<file path="src/fsr_pkg.sv">
/*
 * Constants, carrier types and timing-free limits for the fieldbus slave
 * register block. Assumes a byte-level serial receiver and transmitter
 * outside the block, which also detects the inter-frame silence.
 */
// Functional notes
// RULE1: Parity register value 0 means odd parity, 1 means even parity.
// RULE2: Parity value 2 is also legal and means no parity.
// RULE3: Illegal parity writes leave the setting and return an exception.
// RULE4: Writing 1 to statistics clear zeroes every statistics counter.
// RULE5: Parity, statistics and mode registers support functions 0x06, 0x10, 0x03.
// RULE6: Proportional control: mode 0 is 1-5 V input, mode 1 is 4-20 mA.
// RULE7: On/off control: mode 0 uses both digital inputs, mode 1 one input.
// RULE8: Reported analog value scaling follows the selected input mode.
// RULE9: Master sends single write as 8 bytes, CRC low byte first.
// RULE10: Accepted single write is answered with an exact 8-byte echo.
// RULE11: Position demand above 100 is refused with an exception frame.
// RULE12: Exception frame is address, function plus 0x80, code, CRC, 5 bytes.
// RULE13: Master sends holding read as 8 bytes, CRC low byte first.
// RULE14: One-register read answer is 7 bytes with byte count 0x02.
// RULE15: Position demand lives at register address 0x0001.
// RULE16: Actual position is read at register address 0x0009.
// RULE17: Control type reads 0 for on/off and 1 for proportional.
// RULE18: Analog value spans 0-200 in current mode, 0-50 in voltage mode. Code tops out at 199 and 49.
// RULE19: Slave address register accepts only 1 to 247.
// RULE20: Frames with bad CRC or foreign address are dropped silently.
// RULE21: Statistics clear writes other than 1 change no counter.
package fsr_pkg;
    // Register addresses
    localparam logic [15:0] REG_DEMAND = 16'h0001;
    localparam logic [15:0] REG_ACTUAL = 16'h0009;
    localparam logic [15:0] REG_AIN    = 16'h0018;
    localparam logic [15:0] REG_CTL    = 16'h0020;
    localparam logic [15:0] REG_SLAVE  = 16'h0026;
    localparam logic [15:0] REG_PARITY = 16'h0028;
    localparam logic [15:0] REG_STATS  = 16'h0029;
    localparam logic [15:0] REG_MODE   = 16'h002a;
    // Function codes and exception codes
    localparam logic [7:0]  FC_READ    = 8'h03;
    localparam logic [7:0]  FC_WR1     = 8'h06;
    localparam logic [7:0]  FC_WRN     = 8'h10;
    localparam logic [7:0]  FC_EXC     = 8'h80;
    localparam logic [7:0]  EXC_NONE   = 8'h00;
    localparam logic [7:0]  EXC_FUNC   = 8'h01;
    localparam logic [7:0]  EXC_ADDR   = 8'h02;
    localparam logic [7:0]  EXC_VALUE  = 8'h03;
    localparam logic [7:0]  EXC_FAIL   = 8'h04;
    // Value limits
    localparam logic [15:0] DEMAND_MAX = 16'h0064;
    localparam logic [15:0] PARITY_MAX = 16'h0002;
    localparam logic [15:0] MODE_MAX   = 16'h0001;
    localparam logic [15:0] SLAVE_MIN  = 16'h0001;
    localparam logic [15:0] SLAVE_MAX  = 16'h00f7;
    localparam logic [15:0] STATS_GO   = 16'h0001;
    // Parity codes
    localparam logic [1:0]  PAR_ODD    = 2'h0;
    localparam logic [1:0]  PAR_EVEN   = 2'h1;
    localparam logic [1:0]  PAR_NONE   = 2'h2;
    // Reset values
    localparam logic [15:0] DEMAND_RST = 16'h0000;
    localparam logic [15:0] PARITY_RST = 16'h0001;
    localparam logic [15:0] MODE_RST   = 16'h0000;
    localparam logic [15:0] STATS_RST  = 16'h0000;
    // Frame layout
    localparam logic [5:0]  LEN_FIXED  = 6'h08;
    localparam logic [5:0]  LEN_WRN    = 6'h09;
    localparam logic [5:0]  LEN_EXC    = 6'h05;
    localparam logic [5:0]  LEN_RDHDR  = 6'h05;
    localparam logic [5:0]  LEN_ECHO   = 6'h08;
    localparam logic [15:0] CRC_INIT   = 16'hffff;
    localparam logic [15:0] CRC_POLY   = 16'ha001;
    // Analog scaling spans, raw full scale is 2**10
    localparam logic [7:0]  AIN_I_SPAN = 8'hc8;
    localparam logic [7:0]  AIN_V_SPAN = 8'h32;
    localparam int          AIN_SHIFT  = 10;

    // Byte stream from the serial receiver
    typedef struct packed {
        logic       valid;
        logic [7:0] data;
        logic       frame_end;
    } fsr_rx_t;

    // Settings that steer the actuator and serial link
    typedef struct packed {
        logic [1:0]  parity;
        logic        use_current;
        logic        single_din;
        logic [15:0] demand;
    } fsr_cfg_t;
endpackage : fsr_pkg

</file>
<file path="src/fsr_crc.sv">
/*
 * One-byte step of the 16-bit serial frame checksum, purely combinational.
 * Assumes the caller holds the running value and seeds it with CRC_INIT.
 */
`timescale 1ns/1ps
module fsr_crc
    import fsr_pkg::*;
(
    input  wire logic [15:0] crc_in,
    input  wire logic [7:0]  data,
    output logic      [15:0] crc_out
);
    // Fold the byte in, then shift out eight bits LSB first
    always_comb
    begin
        crc_out = crc_in ^ {8'h00, data};
        for (int i = 0; i < 8; i++)
        begin
            crc_out = crc_out[0] ? ((crc_out >> 1) ^ CRC_POLY) : (crc_out >> 1);
        end
    end
endmodule : fsr_crc

</file>
<file path="src/fsr_top.sv">
/*
 * Serial fieldbus slave register bank: frame receive, checks, register
 * writes and response generation. Assumes the receiver marks the end of
 * frame by a frame_end pulse in a cycle without a byte, and that the
 * transmitter takes one byte per tx_valid and tx_ready cycle.
 */
`timescale 1ns/1ps
module fsr_top
    import fsr_pkg::*;
#(
    parameter int         MAX_QTY  = 4,
    parameter logic [7:0] ADDR_RST = 8'h01
)(
    input  wire logic        clk,
    input  wire logic        arst_n,
    input  wire fsr_rx_t     rx,
    input  wire logic        tx_ready,
    output logic             tx_valid,
    output logic      [7:0]  tx_data,
    input  wire logic [15:0] actual_position,
    input  wire logic        control_type,
    input  wire logic [9:0]  ain_raw,
    output fsr_cfg_t         cfg,
    output logic             stats_clear
);
    localparam int BUF_N = 9 + 2 * MAX_QTY;
    typedef enum logic [1:0] {ST_RX, ST_CHK, ST_WR, ST_TX} fsr_st_t;
    typedef struct packed {
        fsr_st_t               st;
        logic [BUF_N-1:0][7:0] fb;
        logic [5:0]            cnt;
        logic                  ovf;
        logic [15:0]           crc;
        logic [3:0]            widx;
        logic [7:0]            exc;
        logic [5:0]            tidx;
        logic [5:0]            tlen;
        logic [7:0]            tbyte;
        logic [15:0]           demand;
        logic [15:0]           parity;
        logic [15:0]           stats;
        logic [15:0]           mode;
        logic [7:0]            slave;
        logic                  clr;
        logic [7:0]            ain;
    } fsr_state_t;
    fsr_state_t  s;
    fsr_state_t  next_s;
    logic [15:0] crc_out;
    logic [7:0]  fc;
    logic [15:0] start;
    logic [15:0] qty;
    logic [15:0] nwords;
    logic [15:0] wr_addr;
    logic [15:0] wr_val;
    logic [7:0]  wr_code;
    logic [16:0] chk_rd;
    logic [16:0] tx_rd;
    logic [5:0]  k;
    logic        to_tx;
    logic        frame_ok;
    logic [17:0] ain_prod;

    // Running checksum over received or transmitted bytes
    fsr_crc u_crc (
        .crc_in  (s.crc),
        .data    ((s.st == ST_TX) ? s.tbyte : rx.data),
        .crc_out (crc_out)
    );

    // Legality of a register write; returns exception code or none
    function automatic logic [7:0] wr_check(input logic [15:0] a, input logic [15:0] v);
        if (a == REG_DEMAND)
            return (v > DEMAND_MAX) ? EXC_FAIL : EXC_NONE;         // see RULE11
        else if (a == REG_PARITY)
            return (v > PARITY_MAX) ? EXC_FAIL : EXC_NONE;         // see RULE3
        else if (a == REG_STATS)
            return EXC_NONE;
        else if (a == REG_MODE)
            return (v > MODE_MAX) ? EXC_FAIL : EXC_NONE;
        else if (a == REG_SLAVE)
            return (v < SLAVE_MIN || v > SLAVE_MAX) ? EXC_FAIL : EXC_NONE; // see RULE19
        else
            return EXC_ADDR;
    endfunction : wr_check

    // Read decode; bit 16 marks a mapped address
    function automatic logic [16:0] rd_map(input logic [15:0] a, input fsr_state_t q,
                                           input logic [15:0] act, input logic ctl);
        if (a == REG_DEMAND)
            return {1'b1, q.demand};                               // see RULE15
        else if (a == REG_ACTUAL)
            return {1'b1, act};                                    // see RULE16
        else if (a == REG_AIN)
            return {1'b1, 8'h00, q.ain};                           // see RULE18
        else if (a == REG_CTL)
            return {1'b1, 15'h0000, ctl};                          // see RULE17
        else if (a == REG_SLAVE)
            return {1'b1, 8'h00, q.slave};
        else if (a == REG_PARITY)
            return {1'b1, q.parity};                               // see RULE5
        else if (a == REG_STATS)
            return {1'b1, q.stats};
        else if (a == REG_MODE)
            return {1'b1, q.mode};
        else
            return {1'b0, 16'h0000};
    endfunction : rd_map

    // Request fields and the word under check or write
    always_comb
    begin
        fc      = s.fb[1];
        start   = {s.fb[2], s.fb[3]};
        qty     = {s.fb[4], s.fb[5]};
        nwords  = (fc == FC_WR1) ? 16'h0001 : qty;
        wr_addr = start + {12'h000, s.widx};
        wr_val  = (fc == FC_WR1) ? qty : {s.fb[7 + 2 * s.widx], s.fb[8 + 2 * s.widx]};
        wr_code = wr_check(wr_addr, wr_val);
        chk_rd  = rd_map(wr_addr, s, actual_position, control_type);
        k       = s.tidx + 6'h01;
        tx_rd   = rd_map(start + {11'h000, 5'((k - 6'h03) >> 1)}, s,
                         actual_position, control_type);
    end

    // Frame acceptance: own address, clean CRC, exact length for 0x03, 0x06 and 0x10, at least four bytes for other functions
    always_comb
    begin
        frame_ok = !s.ovf && (s.crc == 16'h0000) && (s.fb[0] == s.slave); // see RULE20
        if (fc == FC_READ || fc == FC_WR1)
            frame_ok = frame_ok && (s.cnt == LEN_FIXED);           // see RULE9, RULE13
        else if (fc == FC_WRN)
            frame_ok = frame_ok && (s.cnt == LEN_WRN + 6'(s.fb[6]));
        else
            frame_ok = frame_ok && (s.cnt >= LEN_EXC - 6'h01);
    end

    // Analog input scaled to the span of the selected mode
    always_comb
    begin
        if (s.mode[0])
            ain_prod = {8'h00, ain_raw} * {10'h000, AIN_I_SPAN};   // see RULE8
        else
            ain_prod = {8'h00, ain_raw} * {10'h000, AIN_V_SPAN};   // see RULE8
    end

    // Next-state logic for the whole slave
    always_comb
    begin
        next_s     = s;
        next_s.clr = 1'b0;
        next_s.ain = ain_prod[AIN_SHIFT +: 8];
        to_tx      = 1'b0;
        case (s.st)
            ST_RX:
            begin
                if (rx.valid)
                begin
                    if (s.cnt < 6'(BUF_N))
                        next_s.fb[s.cnt] = rx.data;
                    else
                        next_s.ovf = 1'b1;
                    if (s.cnt != 6'h3f)
                        next_s.cnt = s.cnt + 6'h01;
                    next_s.crc = crc_out;
                end
                else if (rx.frame_end)
                begin
                    next_s.cnt  = 6'h00;
                    next_s.ovf  = 1'b0;
                    next_s.crc  = CRC_INIT;
                    next_s.widx = 4'h0;
                    next_s.exc  = EXC_NONE;
                    if (frame_ok)
                    begin
                        if (fc != FC_READ && fc != FC_WR1 && fc != FC_WRN)
                        begin
                            next_s.exc = EXC_FUNC;
                            to_tx      = 1'b1;
                        end
                        else if (fc != FC_WR1 && (qty == 16'h0000 ||
                                 qty > 16'(MAX_QTY) ||
                                 (fc == FC_WRN && {8'h00, s.fb[6]} != {qty[14:0], 1'b0})))
                        begin
                            next_s.exc = EXC_VALUE;
                            to_tx      = 1'b1;
                        end
                        else
                            next_s.st = ST_CHK;
                    end
                end
            end
            ST_CHK:
            begin
                if (fc == FC_READ && !chk_rd[16])
                begin
                    next_s.exc = EXC_ADDR;
                    to_tx      = 1'b1;
                end
                else if (fc != FC_READ && wr_code != EXC_NONE)
                begin
                    next_s.exc = wr_code;                          // see RULE3, RULE11
                    to_tx      = 1'b1;
                end
                else if ({12'h000, s.widx} == nwords - 16'h0001)
                begin
                    next_s.widx = 4'h0;
                    if (fc == FC_READ)
                        to_tx = 1'b1;
                    else
                        next_s.st = ST_WR;
                end
                else
                    next_s.widx = s.widx + 4'h1;
            end
            ST_WR:
            begin
                if (wr_addr == REG_DEMAND)
                    next_s.demand = wr_val;                        // see RULE15
                else if (wr_addr == REG_PARITY)
                    next_s.parity = wr_val;                        // see RULE1, RULE2
                else if (wr_addr == REG_MODE)
                    next_s.mode = wr_val;
                else if (wr_addr == REG_SLAVE)
                    next_s.slave = wr_val[7:0];
                else if (wr_addr == REG_STATS)
                begin
                    next_s.stats = wr_val;
                    next_s.clr   = (wr_val == STATS_GO);           // see RULE4, RULE21
                end
                if ({12'h000, s.widx} == nwords - 16'h0001)
                    to_tx = 1'b1;
                else
                    next_s.widx = s.widx + 4'h1;
            end
            ST_TX:
            begin
                if (tx_ready)
                begin
                    if (s.tidx == s.tlen - 6'h01)
                    begin
                        next_s.st  = ST_RX;
                        next_s.crc = CRC_INIT;
                    end
                    else
                    begin
                        next_s.tidx = k;
                        if (s.tidx < s.tlen - 6'h02)
                            next_s.crc = crc_out;
                        // Byte that follows the one just taken
                        if (k == s.tlen - 6'h02)
                            next_s.tbyte = crc_out[7:0];           // see RULE10
                        else if (k == s.tlen - 6'h01)
                            next_s.tbyte = s.crc[15:8];
                        else if (s.exc != EXC_NONE)
                            next_s.tbyte = (k == 6'h01) ? (fc | FC_EXC) : s.exc; // see RULE12
                        else if (fc == FC_READ && k == 6'h01)
                            next_s.tbyte = fc;
                        else if (fc == FC_READ && k == 6'h02)
                            next_s.tbyte = {qty[6:0], 1'b0};       // see RULE14
                        else if (fc == FC_READ)
                            next_s.tbyte = k[0] ? tx_rd[15:8] : tx_rd[7:0]; // see RULE14
                        else
                            next_s.tbyte = s.fb[k];                // see RULE10
                    end
                end
            end
            default:
                next_s.st = ST_RX;
        endcase
        // Start of a response: address byte first, fresh checksum
        if (to_tx)
        begin
            next_s.st    = ST_TX;
            next_s.tidx  = 6'h00;
            next_s.tbyte = s.fb[0];
            next_s.crc   = CRC_INIT;
            if (next_s.exc != EXC_NONE)
                next_s.tlen = LEN_EXC;                             // see RULE12
            else if (fc == FC_READ)
                next_s.tlen = LEN_RDHDR + {qty[4:0], 1'b0};        // see RULE14
            else
                next_s.tlen = LEN_ECHO;                            // see RULE10
        end
    end

    // State register
    always_ff @(posedge clk or negedge arst_n)
    begin
        if (!arst_n)
        begin
            s        <= '0;
            s.st     <= ST_RX;
            s.crc    <= CRC_INIT;
            s.demand <= DEMAND_RST;
            s.parity <= PARITY_RST;
            s.stats  <= STATS_RST;
            s.mode   <= MODE_RST;
            s.slave  <= ADDR_RST;
        end
        else
            s <= next_s;
    end

    // Outputs
    assign tx_valid        = (s.st == ST_TX);
    assign tx_data         = s.tbyte;
    assign stats_clear     = s.clr;
    assign cfg.parity      = s.parity[1:0];                        // see RULE1, RULE2
    assign cfg.use_current = control_type & s.mode[0];             // see RULE6
    assign cfg.single_din  = !control_type & s.mode[0];            // see RULE7
    assign cfg.demand      = s.demand;
endmodule : fsr_top

</file>
<file path="config.mk">
export PLATFORM = sky130hd
export DESIGN_NAME = fsr_top
export DESIGN_NICKNAME = d
export VERILOG_FILES = /design/src/fsr_pkg.sv /design/src/fsr_crc.sv /design/src/fsr_top.sv
export SDC_FILE = /design/constraint.sdc
export NUM_CORES = 1
export LEC_CHECK = 0
export CAP_MARGIN = 15
export CELL_PAD_IN_SITES_DETAIL_PLACEMENT = 0
export CELL_PAD_IN_SITES_GLOBAL_PLACEMENT = 1
export CORE_AREA = 2 2 277 279
export DETAILED_ROUTE_END_ITERATION = 10
export DIE_AREA = 0 0 279 281
export DONT_BUFFER_PORTS = 1
export GPL_ROUTABILITY_DRIVEN = 0
export PLACE_DENSITY = 0.55
export SLEW_MARGIN = 20
export SYNTH_ARGS = -nofsm -noshare
export SYNTH_HDL_FRONTEND = slang
export SYNTH_SLANG_ARGS = --single-unit
</file>
<file path="constraint.sdc">
create_clock -name clk -period 6.6 [get_ports clk]
set_input_delay 0.33 -clock clk [delete_from_list [all_inputs] [get_ports clk]]
set_output_delay 0.33 -clock clk [all_outputs]
set_load 0.01 [all_outputs]
</file>
* Yosys cells after proc, flatten, opt, wreduce, memory -nomap -nowiden
Index checks and enable logic that the tools add are counted.
** Storage, ports and cells
- Latch bits :: 0
- Output and inout bits :: 30
- Input bits :: 40
- RAM bits :: 0
- Memories kept :: 0
- Bits in registers :: 274
- ROM bits :: 0
** Operators by class
- $mul :: 2
- Reduce and logical (&&, ||, !) cells :: 45
- Bitwise operators :: 15
- Add/subtract/negate cells :: 13
- Mux-type cells :: 116
- Shift operators :: 0
- Divide/modulo/power cells :: 0
- Equality and inequality tests :: 58
- Magnitude comparators :: 14
** Operators by type and width (count)
- 16-bit two-way mux :: 22
- 16-bit by 6-bit equality test with 1-bit output, second input constant :: 10
- 8-bit two-way mux :: 19
- 136-bit bitwise mux :: 1
- 17-bit two-way mux :: 8
- 8-bit binary-select mux with 5-bit select :: 3
- 16-bit by 1-bit equality test with 1-bit output, second input constant :: 3
- 8-bit demux with 5-bit select :: 1
- 6-bit two-way mux :: 6
- 35-bit two-way mux :: 1
- 16-bit by 4-bit equality test with 1-bit output, second input constant :: 2
- 16-bit by 5-bit equality test with 1-bit output, second input constant :: 2
- 16-bit logical NOT :: 2
- 16-bit one-hot mux with 2 select lines :: 1
- 10-bit by 5-bit multiplier with 15-bit output, second input constant :: 2
- 2-bit two-way mux :: 15
- 3-bit != test, second input constant :: 9
- 6-bit equality test :: 4
- 6-bit less-than comparator, second input constant :: 4
- 3-bit two-way mux :: 8
- 2-bit inverter with 3-bit output :: 8
- 8-bit nonzero test :: 3
- 23-bit two-way mux :: 1
- 20-bit two-way mux :: 1
- 66 further kinds :: 127

* Longest topological paths before layout
- Word-level depth :: 24
- Mapped depth :: 22
- Gate-level depth less buffers :: 18

* By module
Synthesis repeated with hierarchy kept, for this count alone.
** Second synthesis, totals
- Cells, all modules :: 1752
- Area total of the unflattened synthesis :: 18906.9 µm²
** By module, submodules not included
- fsr_top :: instances 1, cells each 1726, sequential area each 6879.1 µm², area an instance 18655.4 µm²
- fsr_crc :: instances 1, cells each 26, sequential area each 0.0 µm², area an instance 251.5 µm²

* Worst setup path after synthesis
Ideal clock, no wire load.
- Kind :: register to register
- Start point :: register s[95] (netlist name)
- End point :: register s, in the netlist tx_data[5]
- Stages on the path, launching flop included :: 23
- Data required time :: 6477 ps
- Period minus slack after synthesis :: 5500 ps
- Arrival time :: 5377 ps
- Slack :: 1100 ps
- Cells stage by stage :: dfrtp_1 -> buf_1 -> inv_1 -> ha_1 -> clkbuf_1 -> buf_1 -> buf_1 -> a21oi_1 -> xnor2_1 -> ha_1 -> a21o_1 -> a21oi_1 -> xnor2_1 -> or3_1 -> clkbuf_1 -> nand2b_1 -> clkbuf_1 -> a2bb2oi_1 -> a21oi_1 -> o21ai_0 -> a311oi_1 -> a2111o_1 -> o221a_1
** On the way
- Cells in the longest elaborated chain, start to end :: 23
- Elaborated cells on any way between the ends :: 42
- Those cells by class :: add/sub: 3; eq/ne: 14; mux: 22; reduce/logical: 3
** RTL lines
- start, declared :: RTL line fsr_top.sv:47 : fsr_state_t s;
- start signal, assigned :: RTL line fsr_top.sv:302 : s <= next_s;
- 6-bit by 1-bit adder with 6-bit output :: RTL line fsr_top.sv:121 : k = s.tidx + 6'h01;
- 6-bit by 2-bit subtractor with 6-bit output :: RTL line fsr_top.sv:122 : tx_rd = rd_map(start + {11'h000, 5'((k - 6'h03) >> 1)}, s,
- 16-bit by 5-bit adder with 16-bit output :: RTL line fsr_top.sv:122
- 16-bit by 6-bit equality test with 1-bit output :: RTL line fsr_top.sv:104 : else if (a == REG_MODE)
- 16-bit two-way mux :: RTL line fsr_top.sv:104
- 16-bit two-way mux :: RTL line fsr_top.sv:102 : else if (a == REG_STATS)
- 16-bit two-way mux :: RTL line fsr_top.sv:100 : else if (a == REG_PARITY)
- 16-bit two-way mux :: RTL line fsr_top.sv:98 : else if (a == REG_SLAVE)
- [7 not listed]
- 8-bit two-way mux :: RTL line fsr_top.sv:257 : else if (fc == FC_READ && k == 6'h01)
- 8-bit two-way mux :: RTL line fsr_top.sv:255 : else if (s.exc != EXC_NONE)
- 8-bit two-way mux :: RTL line fsr_top.sv:253 : else if (k == s.tlen - 6'h01)
- 8-bit two-way mux :: RTL line fsr_top.sv:251 : if (k == s.tlen - 6'h02)
- 8-bit two-way mux :: RTL line fsr_top.sv:240 : if (s.tidx == s.tlen - 6'h01)
- 8-bit two-way mux :: RTL line fsr_top.sv:238 : if (tx_ready)
- 8-bit two-way mux :: RTL line fsr_top.sv:154 : case (s.st)
- 20-bit two-way mux :: RTL line fsr_top.sv:272 : if (to_tx)
Several ways; a longest one is shown, not always the timed one. The select of a mux whose other input is x is not followed.
A chain may end at the register's enable or synchronous reset.

* Final worst setup path
- Start point :: register s, in the netlist fc[3]
- End point :: register s[115] (netlist name)
** On the way
- Cells in the longest elaborated chain, start to end :: 18
- Elaborated cells on any way between the ends :: 57
- Those cells by class :: add/sub: 1; order compare: 5; eq/ne: 10; mux: 29; reduce/logical: 12
** RTL lines
- 8-bit binary-select mux with 5-bit select :: RTL line fsr_top.sv:118 : wr_val = (fc == FC_WR1) ? qty : {s.fb[7 + 2 * s.widx], s.fb[8 + 2 * s.widx]};
- 8-bit two-way mux (implied by the code) :: RTL line fsr_top.sv:118
- 16-bit two-way mux :: RTL line fsr_top.sv:118
- 16-bit by 1-bit less-than comparator with 1-bit output / 16-bit by 8-bit > comparator with 1-bit output (equally long branches) :: RTL line fsr_top.sv:82 : return (v < SLAVE_MIN || v > SLAVE_MAX) ? EXC_FAIL : EXC_NONE;
- 1-bit logical OR :: RTL line fsr_top.sv:82
- 3-bit two-way mux :: RTL line fsr_top.sv:82
- 3-bit two-way mux :: RTL line fsr_top.sv:81 : else if (a == REG_SLAVE)
- 3-bit two-way mux :: RTL line fsr_top.sv:79 : else if (a == REG_MODE)
- [2 not listed]
- 8-bit two-way mux :: RTL line fsr_top.sv:73 : if (a == REG_DEMAND)
- 8-bit nonzero test :: RTL line fsr_top.sv:200 : else if (fc != FC_READ && wr_code != EXC_NONE)
- 1-bit logical AND :: RTL line fsr_top.sv:200
- 1-bit two-way mux :: RTL line fsr_top.sv:200
- 1-bit two-way mux :: RTL line fsr_top.sv:195 : if (fc == FC_READ && !chk_rd[16])
- 1-bit one-hot mux with 3 select lines * :: RTL line fsr_top.sv:154
- 4-bit by 1-bit != test with 1-bit output (no line) (tied with other cells)
- 4-bit AND reduction (no line)
Mark *: on every way between the ends. The rest lies on a longest branch, timed or not. The select of a mux whose other input is x is not followed.

==> run_results.csv <==
group,metric,value,unit
outcome,status,"finished with violations",
outcome,violations,"negative hold slack",
sta,clock.fmax,0.170,GHz
clocking,clk_latency,0.57,ns
routing,drt-initial-drc-count,1406,
clocking,h-tree-depth,2,
synthesis,synth-async-reset-ratio,100,%
synthesis,synth_cell_type_count,92,
routing,vias,14900,
routing,drc,0,
synthesis,syn_nets,1920,
sta,timing.slew.headroom,19.7,%
clocking,clockBufferDepth,3,
routing,final_antenna_net_count,0,
sta,finalSetupViolations,0,
cells_and_area,fill_cells,7831,
power,powerDensity,188,mW/mm²
placed_design,hpwl,50300,µm
clocking,cts_tree,"built",
critical_path,max_stage_delay,0.84,ns
run,cap_violations,0,
clocking,cts_buffers,37,
cells_and_area,area_delta_synth_final,11.9,%
critical_path,critical-path-top-delay-family,"compound AO/OA/AOI/OAI gates",
clocking,clockRootBuffer,"clkbuf_16",
synthesis,synth_cells,1804,
cells_and_area,layout-drive-gt1-share,23.3,%
cells_and_area,multi_input_area,0.0110,mm²
routing,wl_met2,31400,µm
placed_design,numPortBuffers,0,
synthesis,netlist_area,0.0187,mm²
power,p_leak,9.22,nW
synthesis,ys_dominant_reg_cell,"dfrtp_1",
critical_path,cp-start-kind,"register",
sta,setup-tns-final,0,ns
sta,fin_skew,0.0278,ns
routing,viasPerCell,5.39,
critical_path,critical_path_buf_inv_count,0,
critical_path,required,7.09,ns
routing,wirelength,69800,µm
routing,first_pass_iters,5,
cells_and_area,num-nets-final,1865,
sta,period_needed,5.87,ns
hold_path,hold_path_class,"input pin to async pin",
floorplanning,coreArea,0.0754,mm²
floorplanning,fp.dieW,279,µm
critical_path,critPathMaxFanout,21,
floorplanning,num_rows,101,
floorplanning,start_util,24.8,%
critical_path,crit_type,"register to register",
synthesis,ys_seq_elements,274,
sta,grt_setup_unrepaired,"no",
clocking,clk_pin_slew,0.06,ns
critical_path,cp_common_cell,"nand3b_1",
routing,wire_per_inst,25.3,µm
clocking,clkSinkCount,274,
routing,routedLengthMet1,30400,µm
critical_path,cp-end-kind,"register",
global_route,grt_pass1_wl,103000,µm
global_route,antenna_found_initial,10,
clocking,ctsResizeCount,0,
critical_path,cp_cell_sequence,"or4_1 > or2_1 > nand2_1 > ha_1 > or3b_2 > a2111oi_0 > nand3b_1 > a21oi_1 > o211ai_1 > o31ai_1 > o21ba_4 > a31oi_2 > nand3b_1 > o22a_1",
synthesis,yosys_warnings,0,
floorplanning,dieArea,0.0784,mm²
sta,drv_slew,0,
synthesis,synth_edf_count,0,
power,ir_worst_vdd,0.139,mV
global_route,grt_pass1_vias,14600,
global_route,grt_max_degree,275,
critical_path,arrival,6.36,ns
floorplanning,die_h,281,µm
critical_path,cpMaxStageDelayCell,"a31oi_2",
cells_and_area,seq_area,0.00688,mm²
synthesis,synth_seq_area_share,36.8,%
clocking,cts_setup_buffers,0,
placed_design,place_area,0.0196,mm²
clocking,cts_hold_buf,9,
synthesis,syn_avg_cell_area,10.4,µm²
global_route,grtUsageTotal,17.7,%
sta,post-route-period-util,88.9,%
critical_path,regToRegSetupSlack,0.73,ns
routing,top_layer,"met5",
floorplanning,io_pins,70,
global_route,grt-ovfl-total,0,
cells_and_area,stdcell_area,0.0209,mm²
sta,tightestPinTransition,1.20,ns
sta,holdWs,-0.507,ns
routing,wl_met3,5550,µm
sta,finalHoldViolCount,274,
area by class of cell:
class | instances | area share (%)
Multi-Input combinational cell | 1330 | 52.5
Sequential cell | 274 | 32.9
Tap cell | 978 | 5.84
Clock buffer | 53 | 5.24
Timing Repair Buffer | 46 | 1.80
Inverter | 60 | 1.08
Clock inverter | 12 | 0.633
Antenna cell | 3 | 0.0359
power by group:
| part | internal [mW] | switching (mW) |
|---|---|---|
| Clock | 1.24 | 0.820 |
| Combinational | 0.0766 | 0.104 |
| Sequential | 1.70 | 0.0109 |
| Total | 3.01 | 0.935 |
worst paths after layout:
kind                        start     end  cells past startpoint
setup / recovery            fc[3]  s[115]                     14
hold / removal             arst_n   s[17]                      0
setup reg to reg            fc[3]  s[115]                     14
hold reg to reg             s[43]   s[43]                      2
max in group asynchronous  arst_n  s[100]                      0
min in group clk            rx[0]  s[129]                      3
cells in the mapped netlist (11+ instances only):
master,number,area [µm²]
a21oi_1,74,370
a31oi_1,11,68.8
and2_1,14,87.6
buf_2,12,60.1
buf_4,27,203
clkbuf_1,88,330
dfrtp_1,256,6410
dfstp_2,18,473
ha_1,70,876
inv_1,59,221
mux2_2,198,2230
mux2i_1,61,611
mux4_2,59,1330
nand2_1,126,473
nand3_1,41,205
nand4_1,15,93.8
nor2_1,113,424
nor2b_1,11,68.8
nor3_1,35,175
nor4_1,16,100
o211ai_1,13,97.6
o21ai_0,90,450
o22a_1,12,105
o22ai_1,16,100
or3_1,12,75.1
or4_1,11,82.6
xnor2_1,70,613
xor2_1,44,385
sequential cells by signal (all words and copies together), names as in the netlist:
signal / flops
tx_data: 8
cfg: 18
fc: 8
stats_clear: 1
qty: 16
s: 223
cell families (layout without fill, tap and decap cells):
family | Yosys count | in the layout | share of synthesized area, %
AO/OA/AOI/OAI | 360 | 360 | 13.2
buffers and inverters | 200 | 171 | 4.75
multiplexers | 320 | 320 | 22.4
adder cells (fa/ha/maj) | 76 | 76 | 5.32
flip-flops | 274 | 274 | 36.8
other | 0 | 3 | 0
XOR/XNOR | 114 | 114 | 5.34
AND/OR/NAND/NOR | 460 | 460 | 12.2
cells in the final DEF (no fill, tap or decap), types with 13 or more instances in the layout:
master	instances
nand4_1	15
dfrtp_1	255
clkbuf_16	38
ha_1	70
nor4_1	14
mux2i_1	61
o21ai_0	90
o22ai_1	16
and2_1	14
a21oi_1	74
nand2_1	126
xnor2_1	70
inv_1	59
mux2_2	198
nand3_1	41
nor2_1	112
nor3_1	35
buf_4	37
o211ai_1	13
xor2_1	43
mux4_2	59
dfstp_2	18
metrics by stage:
stage	power [mW]	worst slack [ns]	hold slack (ns)	instances	utilization [%]
after floorplan	1.86	1.10	0.0344	1804	-
after global placement	1.89	1.06	0.0778	2679	26.0
after detailed placement	1.89	0.920	0.0782	2679	26.0
after CTS	4.00	0.880	-0.515	2753	27.7
after global routing	4.07	0.405	-0.526	2755	27.7
final	3.95	0.731	-0.507	2756	27.8
layer usage:
metal | vias up | track usage [%]
met5 | - | 0
met4 | 8 | 6.22
met3 | 134 | 4.03
met2 | 612 | 27.9
met1 | 7562 | 23.8
li1 | 6534 | -
Power figures use the tool's default switching activity.
